### src/rtl/debug_action_defs.vh
// Constants for the debug action unit: offsets, fields, codes and reset values.
`ifndef DEBUG_ACTION_DEFS_VH
`define DEBUG_ACTION_DEFS_VH
`define OFS_DBGSTAT     16'hFD00
`define OFS_EXT_CFG     16'hFD08
`define OFS_CREG_CFG    16'hFD0C
`define OFS_SWDBG_CFG   16'hFD10
`define OFS_MON_ENTRY   16'hFD40
`define OFS_CTX_SAVE    16'hFD44
`define OFS_TRAP_CTRL   16'hFD48
`define OFS_TRIG_CFG0   16'hF000
`define TRIG_CFG_STEP   16'h0008
`define OFS_BPI_CTRL0   16'hFFBC
`define BPI_CTRL_STEP   16'h0004
`define DBGSTAT_DE      0
`define DBGSTAT_HALT_LO 1
`define DBGSTAT_SIH     3
`define DBGSTAT_HALT_SIGNAL_STATE    4
`define DBGSTAT_PSUSP   6
`define DBGSTAT_POSTED_EVENT_FLAG    7
`define DBGSTAT_SRC_LO  8
`define HALT_ENTER      2'h1
`define HALT_LEAVE      2'h2
`define ACT_DISABLED    3'h0
`define ACT_NONE        3'h1
`define ACT_HALT        3'h2
`define ACT_TRAP        3'h3
`define CNT_START       2'h1
`define CNT_STOP        2'h2
`define CNT_TOGGLE      2'h3
`define CFG_HALT_SIGNAL_STATE        3
`define CFG_CNT_LO      4
`define BPI_OTHER       8
`define PSW_CDE         7
`define PSW_GW          8
`define PSW_IS          9
`define PSW_IO_LO       10
`define PSW_PRS_LO      12
`define PSW_IO_MONITOR  2'h2
`define PREV_CONTEXT_LINK_PIE        23
`define PREV_CONTEXT_LINK_PRIOR_CPU_PRIORITY_LO    24
`define SAVE_PREV_CONTEXT_LINK_OFS   32'h0000_0000
`define SAVE_PSW_OFS    32'h0000_0004
`define SAVE_A10_OFS    32'h0000_0008
`define SAVE_A11_OFS    32'h0000_000C
`define EVENT_ORIGIN_TRIG     5'h10
`define DTA_RESET       1'b1
`endif

### src/rtl/debug_action_unit.v
// Debug action unit: event arbitration, debug actions, monitor trap entry and return.
//
// Design decisions made here: the register addresses and register access over AHB-Lite.
`timescale 1ns/1ps
`default_nettype none
`include "debug_action_defs.vh"
// Contract
// - trap saves link, status, A10, A11 words
// - trap loads A11, A10, link fields, PC
// - trap resets status fields, sets trap_active_flag
// - return restores context; no-op when debug off
// - no triggers from context save accesses
// - no fetch traps in monitor code region
// - no data traps in save area region
// - trap only when trap_active_flag clear
// - return or register write clears flag
// - reset sets flag; software must clear
// - up to four prioritised breakpoint interrupts
// - lower priority interrupt is posted as software
// - posting sets posted_event_flag
// - posting keeps halt signals, updates event_origin
// - breakpoint interrupt to this or another core
// - event drives suspend-out, records prior level
// - events start or stop counters; only trigger events toggle
// - None action still updates status and signals
// - Disabled action ignores event completely
// - suspend-in halts while debug is enabled
// - oldest pipeline instruction served first
// - fixed source priority, external event highest
module debug_action_unit #(
   parameter NUM_BPI = 4
) (
   input  wire        mclk_i,
   input  wire        rst_b_i,
   input  wire        hsel_i,
   input  wire [31:0] haddr_i,
   input  wire [1:0]  htrans_i,
   input  wire        hwrite_i,
   input  wire [2:0]  hsize_i,
   input  wire [31:0] hwdata_i,
   input  wire        hready_i,
   output wire        hreadyout_o,
   output wire        hresp_o,
   output reg  [31:0] hrdata_o,
   input  wire        monitor_mode_on_i,
   input  wire        ext_evt_i,
   input  wire        suspend_in_i,
   input  wire [7:0]  pc_trig_i,
   input  wire [7:0]  addr_trig_i,
   input  wire        addr_trig_older_i,
   input  wire        csa_entry_access_i,
   input  wire        creg_evt_i,
   input  wire        dbg_instr_i,
   input  wire        perf_task_mode_i,
   input  wire [7:0]  current_cpu_priority_i,
   input  wire        global_int_enable_i,
   input  wire [31:0] prev_context_link_i,
   input  wire [31:0] proc_status_word_i,
   input  wire [31:0] a10_i,
   input  wire [31:0] a11_i,
   input  wire [31:0] pc_i,
   input  wire [31:0] int_stack_ptr_i,
   input  wire        monitor_return_instr_i,
   input  wire [31:0] fetch_addr_i,
   input  wire [31:0] ls_addr_i,
   input  wire [31:0] mem_rdata_i,
   output reg         mem_we_o,
   output reg         mem_re_o,
   output reg  [31:0] mem_addr_o,
   output reg  [31:0] mem_wdata_o,
   output reg         ctx_load_o,
   output reg         ctx_is_trap_o,
   output reg  [31:0] ctx_prev_context_link_o,
   output reg  [31:0] ctx_psw_o,
   output reg  [31:0] ctx_a10_o,
   output reg  [31:0] ctx_a11_o,
   output reg  [31:0] ctx_pc_o,
   output wire        exec_protect_trap_off_o,
   output wire        read_protect_trap_off_o,
   output reg         bpi_req_o,
   output reg  [1:0]  bpi_num_o,
   output reg  [7:0]  bpi_prio_o,
   output reg         bpi_other_core_o,
   output reg         swint_post_o,
   output reg  [7:0]  swint_level_o,
   output wire        suspend_out_o,
   output reg         perf_run_o,
   output wire        halt_o,
   output wire        trap_active_o
);
   localparam ST_IDLE    = 2'h0;
   localparam ST_SAVE    = 2'h1;
   localparam ST_RESTORE = 2'h2;
   integer i;
   reg [31:0] mon_entry_reg;
   reg [31:0] ctx_save_reg;
   reg        trap_active_reg;
   reg [1:0]  halt_reg;
   reg        halt_signal_state_reg;
   reg        psusp_reg;
   reg        posted_event_flag_reg;
   reg [4:0]  event_origin_reg;
   reg [7:0]  evt_cfg_reg [0:10];
   reg [8:0]  bpi_ctrl_reg [0:NUM_BPI-1];
   reg        wr_pend_reg;
   reg [15:0] wr_addr_reg;
   reg        ext_s1_reg;
   reg        ext_s2_reg;
   reg        ext_old_reg;
   reg        sin_s1_reg;
   reg        sin_s2_reg;
   reg [1:0]  state_reg;
   reg [2:0]  cnt_reg;
   reg [31:0] snap_reg [0:3];

   wire       ext_pulse = ext_s2_reg & ~ext_old_reg;
   wire       addr_go   = hsel_i & htrans_i[1] & hready_i;
   wire [7:0] addr_v;
   reg        win_hit;
   reg [3:0]  win_idx;
   reg [31:0] rd_mux;
   reg [3:0]  cfg_idx;
   reg [3:0]  bpi_idx;

   // Words written by trap entry itself never trigger.
   assign addr_v = (csa_entry_access_i || state_reg != ST_IDLE) ? 8'h00 : addr_trig_i;

   assign hreadyout_o = 1'b1;
   assign hresp_o     = 1'b0;
   assign suspend_out_o = halt_signal_state_reg;
   assign trap_active_o = trap_active_reg;
   assign halt_o = (halt_reg == `HALT_ENTER) | (monitor_mode_on_i & sin_s2_reg);
   assign exec_protect_trap_off_o = monitor_mode_on_i &
                                    (fetch_addr_i[31:24] == mon_entry_reg[31:24]);
   assign read_protect_trap_off_o = monitor_mode_on_i &
                                    (ls_addr_i[31:24] == ctx_save_reg[31:24]);

   // Oldest instruction first, then the fixed source order; the external event ranks highest.
   always @* begin
      win_hit = 1'b0;
      win_idx = 4'h0;
      if (addr_trig_older_i && (|addr_v)) begin
         win_hit = 1'b1;
         for (i = 7; i >= 0; i = i - 1)
            if (addr_v[i]) win_idx = i[3:0] + 4'h3;
      end else if (ext_pulse) begin
         win_hit = 1'b1;
         win_idx = 4'h0;
      end else if (|pc_trig_i) begin
         win_hit = 1'b1;
         for (i = 7; i >= 0; i = i - 1)
            if (pc_trig_i[i]) win_idx = i[3:0] + 4'h3;
      end else if (creg_evt_i) begin
         win_hit = 1'b1;
         win_idx = 4'h1;
      end else if (dbg_instr_i) begin
         win_hit = 1'b1;
         win_idx = 4'h2;
      end else if (|addr_v) begin
         win_hit = 1'b1;
         for (i = 7; i >= 0; i = i - 1)
            if (addr_v[i]) win_idx = i[3:0] + 4'h3;
      end
   end
   wire [7:0] win_cfg  = evt_cfg_reg[win_idx];
   wire [2:0] win_act  = win_cfg[2:0];
   wire       win_is_bpi = win_act[2];
   wire [1:0] win_bpi  = win_act[1:0];
   wire       bpi_ok   = ({1'b0, win_bpi} < NUM_BPI[2:0]);
   wire [8:0] win_bctl = bpi_ok ? bpi_ctrl_reg[win_bpi] : 9'h000;
   wire       evt_on   = win_hit & (win_act != `ACT_DISABLED);
   wire       posted   = evt_on & win_is_bpi & bpi_ok & ~win_bctl[`BPI_OTHER] &
                         (win_bctl[7:0] < current_cpu_priority_i);
   wire [3:0] idx_m3   = win_idx - 4'h3;
   wire [4:0] win_src  = (win_idx < 4'h3) ? {1'b0, win_idx} : (`EVENT_ORIGIN_TRIG | {2'b00, idx_m3[2:0]});
   wire [1:0] win_cnt  = win_cfg[`CFG_CNT_LO+1:`CFG_CNT_LO];
   wire       trap_go  = evt_on & (win_act == `ACT_TRAP) & ~trap_active_reg &
                         (state_reg == ST_IDLE);
   wire       rfm_go   = monitor_return_instr_i & monitor_mode_on_i &
                         (state_reg == ST_IDLE);

   function [3:0] cfg_of;
      input [15:0] a;
      begin
         cfg_of = 4'hF;
         if (a == `OFS_EXT_CFG) cfg_of = 4'h0;
         if (a == `OFS_CREG_CFG) cfg_of = 4'h1;
         if (a == `OFS_SWDBG_CFG) cfg_of = 4'h2;
         for (i = 0; i < 8; i = i + 1)
            if (a == `OFS_TRIG_CFG0 + i[15:0] * `TRIG_CFG_STEP) cfg_of = i[3:0] + 4'h3;
      end
   endfunction
   function [3:0] bpi_of;
      input [15:0] a;
      begin
         bpi_of = 4'hF;
         for (i = 0; i < NUM_BPI; i = i + 1)
            if (a == `OFS_BPI_CTRL0 - i[15:0] * `BPI_CTRL_STEP) bpi_of = i[3:0];
      end
   endfunction

   always @* begin
      cfg_idx = cfg_of(haddr_i[15:0]);
      bpi_idx = bpi_of(haddr_i[15:0]);
      rd_mux  = 32'h0000_0000;
      case (haddr_i[15:0])
         `OFS_DBGSTAT: begin
            rd_mux[`DBGSTAT_DE] = monitor_mode_on_i;
            rd_mux[`DBGSTAT_HALT_LO+1:`DBGSTAT_HALT_LO] = halt_reg;
            rd_mux[`DBGSTAT_SIH] = monitor_mode_on_i & sin_s2_reg;
            rd_mux[`DBGSTAT_HALT_SIGNAL_STATE] = halt_signal_state_reg;
            rd_mux[`DBGSTAT_PSUSP] = psusp_reg;
            rd_mux[`DBGSTAT_POSTED_EVENT_FLAG] = posted_event_flag_reg;
            rd_mux[`DBGSTAT_SRC_LO+4:`DBGSTAT_SRC_LO] = event_origin_reg;
         end
         `OFS_MON_ENTRY: rd_mux = mon_entry_reg;
         `OFS_CTX_SAVE:  rd_mux = ctx_save_reg;
         `OFS_TRAP_CTRL: rd_mux = {31'h0000_0000, trap_active_reg};
         default: begin
            if (cfg_idx != 4'hF) rd_mux = {24'h00_0000, evt_cfg_reg[cfg_idx]};
            else if (bpi_idx != 4'hF) rd_mux = {23'h00_0000, bpi_ctrl_reg[bpi_idx[1:0]]};
         end
      endcase
   end
   wire        wr_go   = wr_pend_reg;
   wire [3:0]  wr_cfg  = cfg_of(wr_addr_reg);
   wire [3:0]  wr_bpi  = bpi_of(wr_addr_reg);
   wire        wr_stat = wr_go & (wr_addr_reg == `OFS_DBGSTAT);
   wire [1:0]  wr_halt = hwdata_i[`DBGSTAT_HALT_LO+1:`DBGSTAT_HALT_LO];

   always @(posedge mclk_i) begin
      if (!rst_b_i) begin
         hrdata_o        <= 32'h0000_0000;
         wr_pend_reg     <= 1'b0;
         wr_addr_reg     <= 16'h0000;
         ext_s1_reg      <= 1'b0;
         ext_s2_reg      <= 1'b0;
         ext_old_reg     <= 1'b0;
         sin_s1_reg      <= 1'b0;
         sin_s2_reg      <= 1'b0;
         mon_entry_reg   <= 32'h0000_0000;
         ctx_save_reg    <= 32'h0000_0000;
         trap_active_reg <= `DTA_RESET;
         halt_reg        <= 2'h0;
         halt_signal_state_reg        <= 1'b0;
         psusp_reg       <= 1'b0;
         posted_event_flag_reg        <= 1'b0;
         event_origin_reg      <= 5'h00;
         perf_run_o      <= 1'b0;
         bpi_req_o       <= 1'b0;
         bpi_num_o       <= 2'h0;
         bpi_prio_o      <= 8'h00;
         bpi_other_core_o <= 1'b0;
         swint_post_o    <= 1'b0;
         swint_level_o   <= 8'h00;
         for (i = 0; i < 11; i = i + 1)
            evt_cfg_reg[i] <= 8'h00;
         for (i = 0; i < NUM_BPI; i = i + 1)
            bpi_ctrl_reg[i] <= 9'h000;
      end else begin
         ext_s1_reg  <= ext_evt_i;
         ext_s2_reg  <= ext_s1_reg;
         ext_old_reg <= ext_s2_reg;
         sin_s1_reg  <= suspend_in_i;
         sin_s2_reg  <= sin_s1_reg;
         wr_pend_reg <= addr_go & hwrite_i;
         if (addr_go) begin
            wr_addr_reg <= haddr_i[15:0];
            if (!hwrite_i) hrdata_o <= rd_mux;
         end
         // Software writes; hardware updates below take precedence.
         if (wr_go && wr_addr_reg == `OFS_MON_ENTRY) mon_entry_reg <= hwdata_i;
         if (wr_go && wr_addr_reg == `OFS_CTX_SAVE) ctx_save_reg <= hwdata_i;
         if (wr_go && wr_addr_reg == `OFS_TRAP_CTRL) trap_active_reg <= hwdata_i[0];
         if (wr_go && wr_cfg != 4'hF) evt_cfg_reg[wr_cfg] <= hwdata_i[7:0];
         if (wr_go && wr_bpi != 4'hF) bpi_ctrl_reg[wr_bpi[1:0]] <= hwdata_i[8:0];
         if (wr_stat) begin
            halt_signal_state_reg <= hwdata_i[`DBGSTAT_HALT_SIGNAL_STATE];
            posted_event_flag_reg <= hwdata_i[`DBGSTAT_POSTED_EVENT_FLAG];
            if (wr_halt == `HALT_ENTER) begin
               halt_reg   <= `HALT_ENTER;
               event_origin_reg <= 5'h00;
            end else if (wr_halt == `HALT_LEAVE) begin
               halt_reg <= 2'h0;
            end
         end
         if (rfm_go) trap_active_reg <= 1'b0;
         if (trap_go) trap_active_reg <= 1'b1;
         bpi_req_o    <= 1'b0;
         swint_post_o <= 1'b0;
         if (evt_on) begin
            event_origin_reg <= win_src;
            if (posted) begin
               posted_event_flag_reg      <= 1'b1;
               swint_post_o  <= 1'b1;
               swint_level_o <= win_bctl[7:0];
            end else begin
               psusp_reg <= halt_signal_state_reg;
               halt_signal_state_reg  <= win_cfg[`CFG_HALT_SIGNAL_STATE];
            end
            if (perf_task_mode_i) begin
               if (win_cnt == `CNT_START) perf_run_o <= 1'b1;
               if (win_cnt == `CNT_STOP) perf_run_o <= 1'b0;
               if (win_cnt == `CNT_TOGGLE && win_idx >= 4'h3) perf_run_o <= ~perf_run_o;
            end
            if (win_act == `ACT_HALT) halt_reg <= `HALT_ENTER;
            if (win_is_bpi && bpi_ok && !posted) begin
               bpi_req_o        <= 1'b1;
               bpi_num_o        <= win_bpi;
               bpi_prio_o       <= win_bctl[7:0];
               bpi_other_core_o <= win_bctl[`BPI_OTHER];
            end
         end
      end
   end

   // Trap entry saves four words; return reads them back one cycle per read.
   always @(posedge mclk_i) begin
      if (!rst_b_i) begin
         state_reg     <= ST_IDLE;
         cnt_reg       <= 3'h0;
         mem_we_o      <= 1'b0;
         mem_re_o      <= 1'b0;
         mem_addr_o    <= 32'h0000_0000;
         mem_wdata_o   <= 32'h0000_0000;
         ctx_load_o    <= 1'b0;
         ctx_is_trap_o <= 1'b0;
         ctx_prev_context_link_o    <= 32'h0000_0000;
         ctx_psw_o     <= 32'h0000_0000;
         ctx_a10_o     <= 32'h0000_0000;
         ctx_a11_o     <= 32'h0000_0000;
         ctx_pc_o      <= 32'h0000_0000;
         for (i = 0; i < 4; i = i + 1)
            snap_reg[i] <= 32'h0000_0000;
      end else begin
         mem_we_o   <= 1'b0;
         mem_re_o   <= 1'b0;
         ctx_load_o <= 1'b0;
         case (state_reg)
            ST_IDLE: begin
               cnt_reg <= 3'h0;
               if (trap_go) begin
                  snap_reg[0] <= prev_context_link_i;
                  snap_reg[1] <= proc_status_word_i;
                  snap_reg[2] <= a10_i;
                  snap_reg[3] <= a11_i;
                  ctx_prev_context_link_o <= prev_context_link_i;
                  ctx_prev_context_link_o[`PREV_CONTEXT_LINK_PIE] <= global_int_enable_i;
                  ctx_prev_context_link_o[`PREV_CONTEXT_LINK_PRIOR_CPU_PRIORITY_LO+7:`PREV_CONTEXT_LINK_PRIOR_CPU_PRIORITY_LO] <= current_cpu_priority_i;
                  ctx_a11_o <= pc_i;
                  ctx_a10_o <= proc_status_word_i[`PSW_IS] ? a10_i : int_stack_ptr_i;
                  ctx_pc_o  <= mon_entry_reg;
                  ctx_psw_o <= proc_status_word_i;
                  ctx_psw_o[`PSW_PRS_LO+1:`PSW_PRS_LO] <= 2'h0;
                  ctx_psw_o[`PSW_IO_LO+1:`PSW_IO_LO] <= `PSW_IO_MONITOR;
                  ctx_psw_o[`PSW_GW]  <= 1'b0;
                  ctx_psw_o[`PSW_IS]  <= 1'b1;
                  ctx_psw_o[`PSW_CDE] <= 1'b0;
                  ctx_psw_o[6:0]      <= 7'h00;
                  ctx_is_trap_o <= 1'b1;
                  state_reg <= ST_SAVE;
               end else if (rfm_go) begin
                  ctx_is_trap_o <= 1'b0;
                  state_reg <= ST_RESTORE;
               end
            end
            ST_SAVE: begin
               mem_we_o    <= 1'b1;
               mem_addr_o  <= ctx_save_reg + {27'h000_0000, cnt_reg[1:0], 2'b00};
               mem_wdata_o <= snap_reg[cnt_reg[1:0]];
               cnt_reg     <= cnt_reg + 3'h1;
               if (cnt_reg == 3'h3) begin
                  ctx_load_o <= 1'b1;
                  state_reg  <= ST_IDLE;
               end
            end
            ST_RESTORE: begin
               if (cnt_reg < 3'h4) begin
                  mem_re_o   <= 1'b1;
                  mem_addr_o <= ctx_save_reg + {27'h000_0000, cnt_reg[1:0], 2'b00};
               end
               if (cnt_reg == 3'h2) ctx_prev_context_link_o <= mem_rdata_i;
               if (cnt_reg == 3'h3) ctx_psw_o <= mem_rdata_i;
               if (cnt_reg == 3'h4) ctx_a10_o <= mem_rdata_i;
               if (cnt_reg == 3'h5) begin
                  ctx_a11_o  <= mem_rdata_i;
                  ctx_pc_o   <= mem_rdata_i;
                  ctx_load_o <= 1'b1;
                  state_reg  <= ST_IDLE;
               end
               cnt_reg <= cnt_reg + 3'h1;
            end
            default: state_reg <= ST_IDLE;
         endcase
      end
   end

endmodule
`default_nettype wire

### config.mk
export PLATFORM = sky130hd
export DESIGN_NAME = debug_action_unit
export DESIGN_NICKNAME = d
export VERILOG_FILES = /design/src/rtl/debug_action_unit.v
export VERILOG_INCLUDE_DIRS = /design/src /design/src/rtl
export SDC_FILE = /design/constraint.sdc
export NUM_CORES = 1
export LEC_CHECK = 0
export ABC_CLOCK_PERIOD_IN_PS = 18000
export BUFFER_PORTS_ARGS = -buffer_cell sky130_fd_sc_hd__buf_2
export CORE_AREA = 2 2 267 269
export DETAILED_ROUTE_END_ITERATION = 8
export DIE_AREA = 0 0 269 271
export PLACE_DENSITY = 0.73
export REMOVE_ABC_BUFFERS = 1
export SETUP_SLACK_MARGIN = 0.3
export SLEW_MARGIN = 20
export SYNTH_ARGS = -nofsm -noshare
export SYNTH_HDL_FRONTEND = slang
export SYNTH_SLANG_ARGS = --single-unit
### constraint.sdc
create_clock -name mclk_i -period 18 [get_ports mclk_i]
set_input_delay 1.8 -clock mclk_i [delete_from_list [all_inputs] [get_ports mclk_i]]
set_output_delay 1.8 -clock mclk_i [all_outputs]
set_load 0.005 [all_outputs]
## After elaboration in Yosys (flattened, before gate mapping)

Memory sizes are Yosys's and may differ from the RTL's. A register that Yosys moved wholly into a read port is not among the register bits.
Cells that the tools add are included.

| operators by class | value |
|---|---|
| add/sub/neg operators | 3 |
| div/mod/pow operators | 0 |
| shift operators | 0 |
| order comparisons | 4 |
| bitwise operators | 29 |
| mux-type cells | 138 |
| multiply operators | 0 |
| eq/ne operators | 66 |
| reduce and logical (&&, ||, !) cells | 44 |

Operator list:

| cell | count |
|---|---|
| $eq 16x16->1 const B | 38 |
| $mux 32 | 16 |
| $pmux 32 s2 | 6 |
| $mux 4 | 53 |
| $pmux 19 s3 | 1 |
| $mux 1 | 38 |
| $add 32x4->32 | 1 |
| $pmux 7 s4 | 1 |
| $reduce_or 8->1 | 3 |
| $mux 2 | 10 |
| $mux 5 | 4 |
| $pmux 5 s4 | 1 |
| $mux 9 | 2 |
| $reduce_and 2->1 | 9 |
| $reduce_and 3->1 | 6 |
| $and 1x1->1 | 17 |
| $eq 8x8->1 | 2 |
| $mux 8 | 2 |
| $ne 4x4->1 const B | 4 |
| $reduce_bool 2->1 | 8 |
| $ne 2x2->1 const B | 7 |
| $eq 3x2->1 const B | 4 |
| $reduce_or 9->1 | 1 |
| $eq 2x1->1 const B | 4 |
| other kinds (21) | 46 |

| word-level totals | value |
|---|---|
| memory bits (read-only) | 0 |
| memory bits (writable) | 252 |
| register bits after elaboration | 352 |
| output and inout bits | 289 |
| latch bits | 0 |
| input port bits | 396 |
| word-level logic and storage cells | 322 |
| memories kept | 3 |

Memories:

| name | words | bits a word | rd ports | clocked after memory_dff | write ports | RTL line | source |
|---|---|---|---|---|---|---|---|
| snap_reg | 4 | 32 | 1 | 1 | 4 | debug_action_unit.v:114 | `reg [31:0] snap_reg [0:3];` |
| evt_cfg_reg | 11 | 8 | 2 | 0 | 11 | debug_action_unit.v:103 | `reg [7:0] evt_cfg_reg [0:10];` |
| bpi_ctrl_reg | 4 | 9 | 2 | 0 | 4 | debug_action_unit.v:104 | `reg [8:0] bpi_ctrl_reg [0:NUM_BPI-1];` |

## Logic depth before layout (Yosys ltp)

Gate-level depths: netlist (run 1).
An unclocked memory read counts as a cell.

| depth | value |
|---|---|
| depth in word-level cells | 28 |
| depth in mapped cells | 25 |
| mapped depth without buffers | 19 |

## Worst setup path after synthesis (run 1)

No wires, ideal clock.

| timing | value |
|---|---|
| kind | input-to-reg |
| start point | input pc_trig_i[1] |
| end point | memory snap_reg[0][0], enable pin |
| path buffers | 1 |
| required time | 17507 ps |
| path slack | 10437 ps |
| arrival | 7071 ps |
| setup time | 493 ps |
| cell stages on the path | 10 |
| path through | or4_4 -> or3_1 -> a211o_1 -> buf_2 -> a211o_1 -> a311o_1 -> and4_1 -> nor2_1 -> nand4_1 -> nand2_1 |

RTL lines:

| element | RTL line | source |
|---|---|---|
| start, declared | debug_action_unit.v:48 | `input wire [7:0] pc_trig_i,` |
| end, declared | debug_action_unit.v:114 |  |

==> flow_summary_export.csv, run 1 <==
group,metric,value,unit
run_status,run_status,"complete, no violations",
global_route,grt_overflow_total,0,
placement,dp_hpwl,82400,um
critical_path,worstSetupEndpointType,"register",
timing,setup_violations,0,
global_route,grt_first_pass_wirelength,166000,um
layout,nets,3972,
power,p_clk_share,39.1,%
routing,drtPass1Iterations,6,
floorplanning,dieArea,72900,um^2
routing,dr_total_vias,26938,
floorplanning,core-area,69800,um^2
clock_tree,cts_buffer_depth,3,
critical_path,cp.required,18.24,ns
power,p_switching,1060,uW
critical_path,cp_max_fo,83,
timing,fin_tns_setup,0,ns
timing,fin_skew,0.0299,ns
layout,final_common_cell,"buf_2",
power,p_comb_share,15.6,%
logic_synthesis,yosysSeqAreaShare,52.0,%
clock_tree,htree_levels,3,
logic_synthesis,avgSynthCellArea,10.0,um^2
logic_synthesis,synth.distinct_cells,91,
routing,final_antenna_net_count,0,
min_path,worstHoldPathType,"register to register",
timing,clock.fmax,0.137,GHz
layout,area_delta_synth_final,20.4,%
layout,fin_cells,4579,
logic_synthesis,synth_edf_count,267,
power,pwr-share-seq,45.3,%
power,cellLeakagePower,0.0146,uW
routing,drt-initial-drc-count,2989,
logic_synthesis,async_reset_ff_share,0,%
routing,wl_per_cell,25.6,um
global_route,antenna_found_initial,38,
critical_path,critPathLaunch,"addr_trig_i[2]",
floorplanning,fp.dieW,269,um
clock_tree,clk_pin_slew,0.06,ns
layout,most-common-layout-cells,"613 x buf_2, 390 x dfxtp_1, 387 x nand2_1",
timing,maxSlewHeadroom,18.4,%
layout,drive_gt1_share,24.0,%
timing,fin_ws,10.71,ns
clock_tree,cts_resized,0,
clock_tree,clock_latency,0.62,ns
clock_tree,post_cts_buffers,0,
clock_tree,cts_tree,"done",
placement,numPortBuffers,614,
global_route,grt_max_degree,173,
critical_path,worstSetupPathType,"input port to register",
timing,timing.final.hold_violations,0,
logic_synthesis,syn_area,30500,um^2
clock_tree,cts_made_buffers,72,
power,p_int,2710,uW
layout,fillCellCount,6325,
critical_path,worst_setup_path_start_kind,"input port",
placement,pre_cts_ws,9.98,ns
power,netSwitchingFraction,28.2,%
timing,rsz0062_at_grt,"false",
timing,fin_crit,7.29,ns
layout,final_core_util,52.7,%
run,cap_violations,0,
logic_synthesis,synth_flop_cell,"dfxtp_1",
power,power.density,103,nW/um^2
timing,worst_slew_pin_slew,1.22,ns
routing,viasPerCell,5.88,
global_route,grt_usage,30.8,%
floorplanning,die_h,271,um
logic_synthesis,syn_inst,3046,
critical_path,rr_startpoint,"state_reg[0]",
layout,largest_reg_flops,128,
placement,gp_congestion,0.941,
min_path,worstHoldStart,"ext_s1_reg",
clock_tree,holdBufCountCts,0,
clock_tree,clockRootBuffer,"clkbuf_16",
global_route,grt_pass1_vias,24706,
logic_synthesis,ys_seq_elements,659,
logic_synthesis,yosysWarnings,0,
critical_path,cp.arrival,7.53,ns
floorplanning,io_pins,685,
timing,finalCritPeriodShare,40.5,%
placement,numPlacedInstances,4418,
floorplanning,row_count,97,
clock_tree,clock_sinks,659,
timing,drv_slew,0,
floorplanning,initial_core_util,43.7,%
routing,drc,0,
power,ir_worst_vdd,72.4,uV
routing,drt_wl_total,117000,um
[worst paths after layout]
kind | slack, ns | depth (start not counted) | end
max | 10.71 | 12 | snap_reg[1][11]
min | 0.43 | 1 | ext_s2_reg
max reg2reg | 11.40 | 13 | snap_reg[1][11]
min reg2reg | 0.43 | 1 | ext_s2_reg
[worst max-delay path, cell delays in order]
cell	delay (ns)
buf_2	0.12
or4_1	0.59
o21a_1	0.26
nor3_2	0.74
a21oi_4	0.33
inv_2	0.58
nand3_1	0.21
nand3_1	0.69
and2_1	0.37
nand4_1	0.35
nand2_4	0.63
buf_6	0.69
[power by group through the flow]
stage,clock network (uW),logic [uW],registers [uW]
final,1480,588,1710
after global routing,1550,628,1720
after CTS,1490,577,1710
after detailed placement,0,574,1740
after global placement,0,567,1730
after floorplan,0,301,1730
[through the flow]
stage               cell area [um^2]  power, uW  hold WS [ns]
floorplan                      29600       2040         0.412
global placement               34300       2300         0.420
detailed placement             34300       2310         0.425
CTS                            36600       3770         0.438
global route                   36700       3900         0.450
finish                         36700       3770         0.432
[layer usage]
metal,global-route usage (%),wire length (um),vias to the layer above
met1,38.9,43700,12906
met2,47.7,53300,1604
met5,0,158,-
li1,-,-,12074
met3,9.29,14100,328
met4,15.1,5870,26
[cell type report]
type	instances	area (um^2)	share of cell area (%)
sequential	659	15900	43.2
multi-input combinational	2126	13700	37.4
timing repair buffer	653	3420	9.31
clock buffer	99	2050	5.57
tap	940	1180	3.20
clock inverter	34	274	0.746
inverter	42	168	0.456
antenna	26	65.1	0.177
[kinds of logic (layout without fill, tap and decap cells)]
family	after synthesis	after routing	share of synthesized area, %
simple gates	1173	1173	18.4
flops	659	659	52.0
compound gates	651	651	14.7
buf+inv	284	828	3.75
mux	213	213	9.08
xor+xnor	42	42	1.20
fa+ha+maj	22	22	0.926
other cells	2	51	0.0246
[synthesized netlist by cell type, types with 4 or more instances]
library cell,number,area [um^2]
a211oi_1,62,465
a21oi_1,246,1230
a221oi_1,30,263
a222oi_1,6,60.1
a22o_1,12,105
a311o_1,4,40.0
a311oi_1,70,613
a31oi_1,5,31.3
and2_1,177,1110
and3_1,22,138
and4_1,7,61.3
buf_1,18,67.6
buf_2,35,175
clkbuf_1,183,687
dfxtp_1,392,7850
edfxtp_1,267,8020
ha_1,21,263
inv_1,40,150
mux2_2,12,135
mux2i_1,151,1510
mux4_2,50,1130
nand2_1,391,1470
nand2b_1,71,444
nand3_1,50,250
nand4_1,46,288
nor2_1,290,1090
nor2b_1,32,200
nor3_1,33,165
nor4_1,10,62.6
o211a_1,6,60.1
o211ai_1,5,37.5
o21a_1,4,30.0
o21ai_0,63,315
o21ai_1,35,175
o221a_1,53,597
o31ai_1,4,30.0
or2_2,5,31.3
or3_1,12,75.1
or4_1,7,52.6
xnor2_1,22,193
xor2_1,20,175
Power figures use the tool's default switching activity.
==> run 2, diff against run 1 <==
--- a/config.mk
+++ b/config.mk
@@ -6,12 +6,12 @@
 export SDC_FILE = /design/constraint.sdc
 export NUM_CORES = 1
 export LEC_CHECK = 0
-export ABC_CLOCK_PERIOD_IN_PS = 18000
+export ABC_CLOCK_PERIOD_IN_PS = 6050
 export BUFFER_PORTS_ARGS = -buffer_cell sky130_fd_sc_hd__buf_2
-export CORE_AREA = 2 2 267 269
+export CORE_ASPECT_RATIO = 0.5
+export CORE_UTILIZATION = 49
 export DETAILED_ROUTE_END_ITERATION = 8
-export DIE_AREA = 0 0 269 271
-export PLACE_DENSITY = 0.73
+export PLACE_DENSITY = 0.82
 export REMOVE_ABC_BUFFERS = 1
 export SETUP_SLACK_MARGIN = 0.3
 export SLEW_MARGIN = 20
==> constraint.sdc (replaced) <==
create_clock -name mclk_i -period 6.05 [get_ports mclk_i]
set_input_delay 0.605 -clock mclk_i [delete_from_list [all_inputs] [get_ports mclk_i]]
set_output_delay 0.605 -clock mclk_i [all_outputs]
set_load 0.005 [all_outputs]
==> flow_summary_export.csv, run 2 (synthesis results as in run 1) <==
group,metric,value,unit
critical_path,cp_max_fo,12,
routing,drtPass1Iterations,6,
layout,drive_gt1_share,24.0,%
routing,viasPerCell,6.16,
floorplanning,io_pins,685,
power,cellLeakagePower,0.0145,uW
timing,finalCritPeriodShare,91.6,%
critical_path,worst_setup_path_start_kind,"register",
layout,most-common-layout-cells,"613 x buf_2, 390 x dfxtp_1, 388 x nand2_1",
floorplanning,initial_core_util,49.8,%
critical_path,worstSetupPathType,"register to register",
clock_tree,clockRootBuffer,"clkbuf_16",
critical_path,cp.arrival,6.08,ns
placement,dp_hpwl,78500,um
global_route,grt_first_pass_wirelength,159000,um
layout,area_delta_synth_final,19.3,%
routing,wl_per_cell,25.0,um
global_route,grt_max_degree,98,
placement,gp_congestion,1.02,
timing,worst_slew_pin_slew,1.09,ns
floorplanning,fp.dieW,355,um
timing,clock.fmax,0.180,GHz
placement,postPlaceCellArea,34300,um^2
clock_tree,clock_sinks,659,
floorplanning,die_h,179,um
clock_tree,cts_buffer_depth,3,
floorplanning,dieArea,63400,um^2
power,power.density,297,nW/um^2
layout,fillCellCount,5123,
timing,timing.final.hold_violations,0,
global_route,grt_usage,33.4,%
global_route,grt_overflow_total,0,
layout,final_core_util,59.4,%
power,power,10800,uW
layout,nets,3973,
clock_tree,post_cts_buffers,0,
clock_tree,htree_levels,2,
clock_tree,clk_pin_slew,0.07,ns
clock_tree,cts_tree,"done",
routing,drt_wl_total,111000,um
critical_path,worstSetupEndpointType,"register",
timing,rsz0062_at_grt,"false",
power,ir_worst_vdd,259,uV
routing,final_antenna_net_count,0,
timing,maxSlewHeadroom,27.1,%
global_route,antenna_found_initial,24,
clock_tree,cts_made_buffers,59,
routing,drc,0,
clock_tree,clock_latency,0.62,ns
run,cap_violations,0,
layout,largest_reg_flops,128,
routing,dr_total_vias,27425,
clock_tree,holdBufCountCts,0,
timing,drv_slew,0,
min_path,worstHoldPathType,"input port to register",
layout,final_common_cell,"buf_2",
floorplanning,row_count,64,
floorplanning,core-area,61300,um^2
timing,setup_violations,0,
critical_path,cp.required,6.59,ns
global_route,grt_pass1_vias,25264,
routing,drt-initial-drc-count,3709,
timing,fin_skew,0.0157,ns
run_status,run_status,"complete, no violations",
layout,fin_area,36400,um^2
timing,fin_crit,5.54,ns
placement,numPortBuffers,614,
clock_tree,cts_resized,0,
-- run 2: path summary, 6_finish.rpt --
kind / endpoint / cells after the start / slack, ns / start
worst max-delay path: bpi_prio_o[6] / 17 / 0.51 / state_reg[0]
worst min-delay path: ext_s1_reg / 2 / 0.20 / ext_evt_i
worst max register to register: bpi_prio_o[6] / 17 / 0.51 / state_reg[0]
worst min register to register: sin_s2_reg / 1 / 0.44 / sin_s1_reg
-- run 2: layer usage --
metal,global-route usage (%),part of all wire [%],up-vias
met5,1.31,0.21,-
met4,18.6,6.0,18
met3,9.27,12,416
met2,50.7,45,1811
met1,43.1,37,13155
li1,-,-,12025
-- run 2: layout make-up --
class	count	area [um^2]	area share, %
Clock buffer	95	1880	5.16
Timing Repair Buffer	667	3550	9.74
Tap cell	825	1030	2.84
Inverter	42	168	0.460
Sequential cell	659	15900	43.6
Multi-Input combinational cell	2126	13700	37.7
Antenna cell	24	60.1	0.165
Clock inverter	16	135	0.371
-- run 2: metrics by stage --
step                cells  setup TNS, ns  hold WS, ns  setup slack [ns]
floorplan            2827        -513.23        0.412             -2.47
global placement     4318              0        0.423             0.484
detailed placement   4318              0        0.426             0.358
CTS                  4429              0        0.176             0.636
global route         4446              0        0.186             0.326
finish               4454              0        0.196             0.505
-- run 2: report_power, final --
part / leakage [uW] / total (uW) / switching (uW) / internal (uW)
registers: 0.00586 / 5090 / 181 / 4910
clock network: 0.00100 / 3940 / 1730 / 2210
logic: 0.00765 / 1780 / 1090 / 689
total: 0.0145 / 10800 / 3000 / 7810
-- run 2: worst max-delay path: stages, from the launching register on --
cell and delay [ns]:
dfxtp_1 0.34, inv_1 0.15, ha_1 0.37, and3b_1 0.24, o21ai_1 0.15, a21oi_1 0.86, a211o_1 0.28, a2bb2oi_1 0.32
nand3_1 0.51, buf_4 0.36, mux2i_1 0.17, ha_1 0.33, nand4_1 0.11, nor2_1 0.15, o41ai_1 0.08, or2_1 0.32
a31oi_4 0.47, mux2i_1 0.25
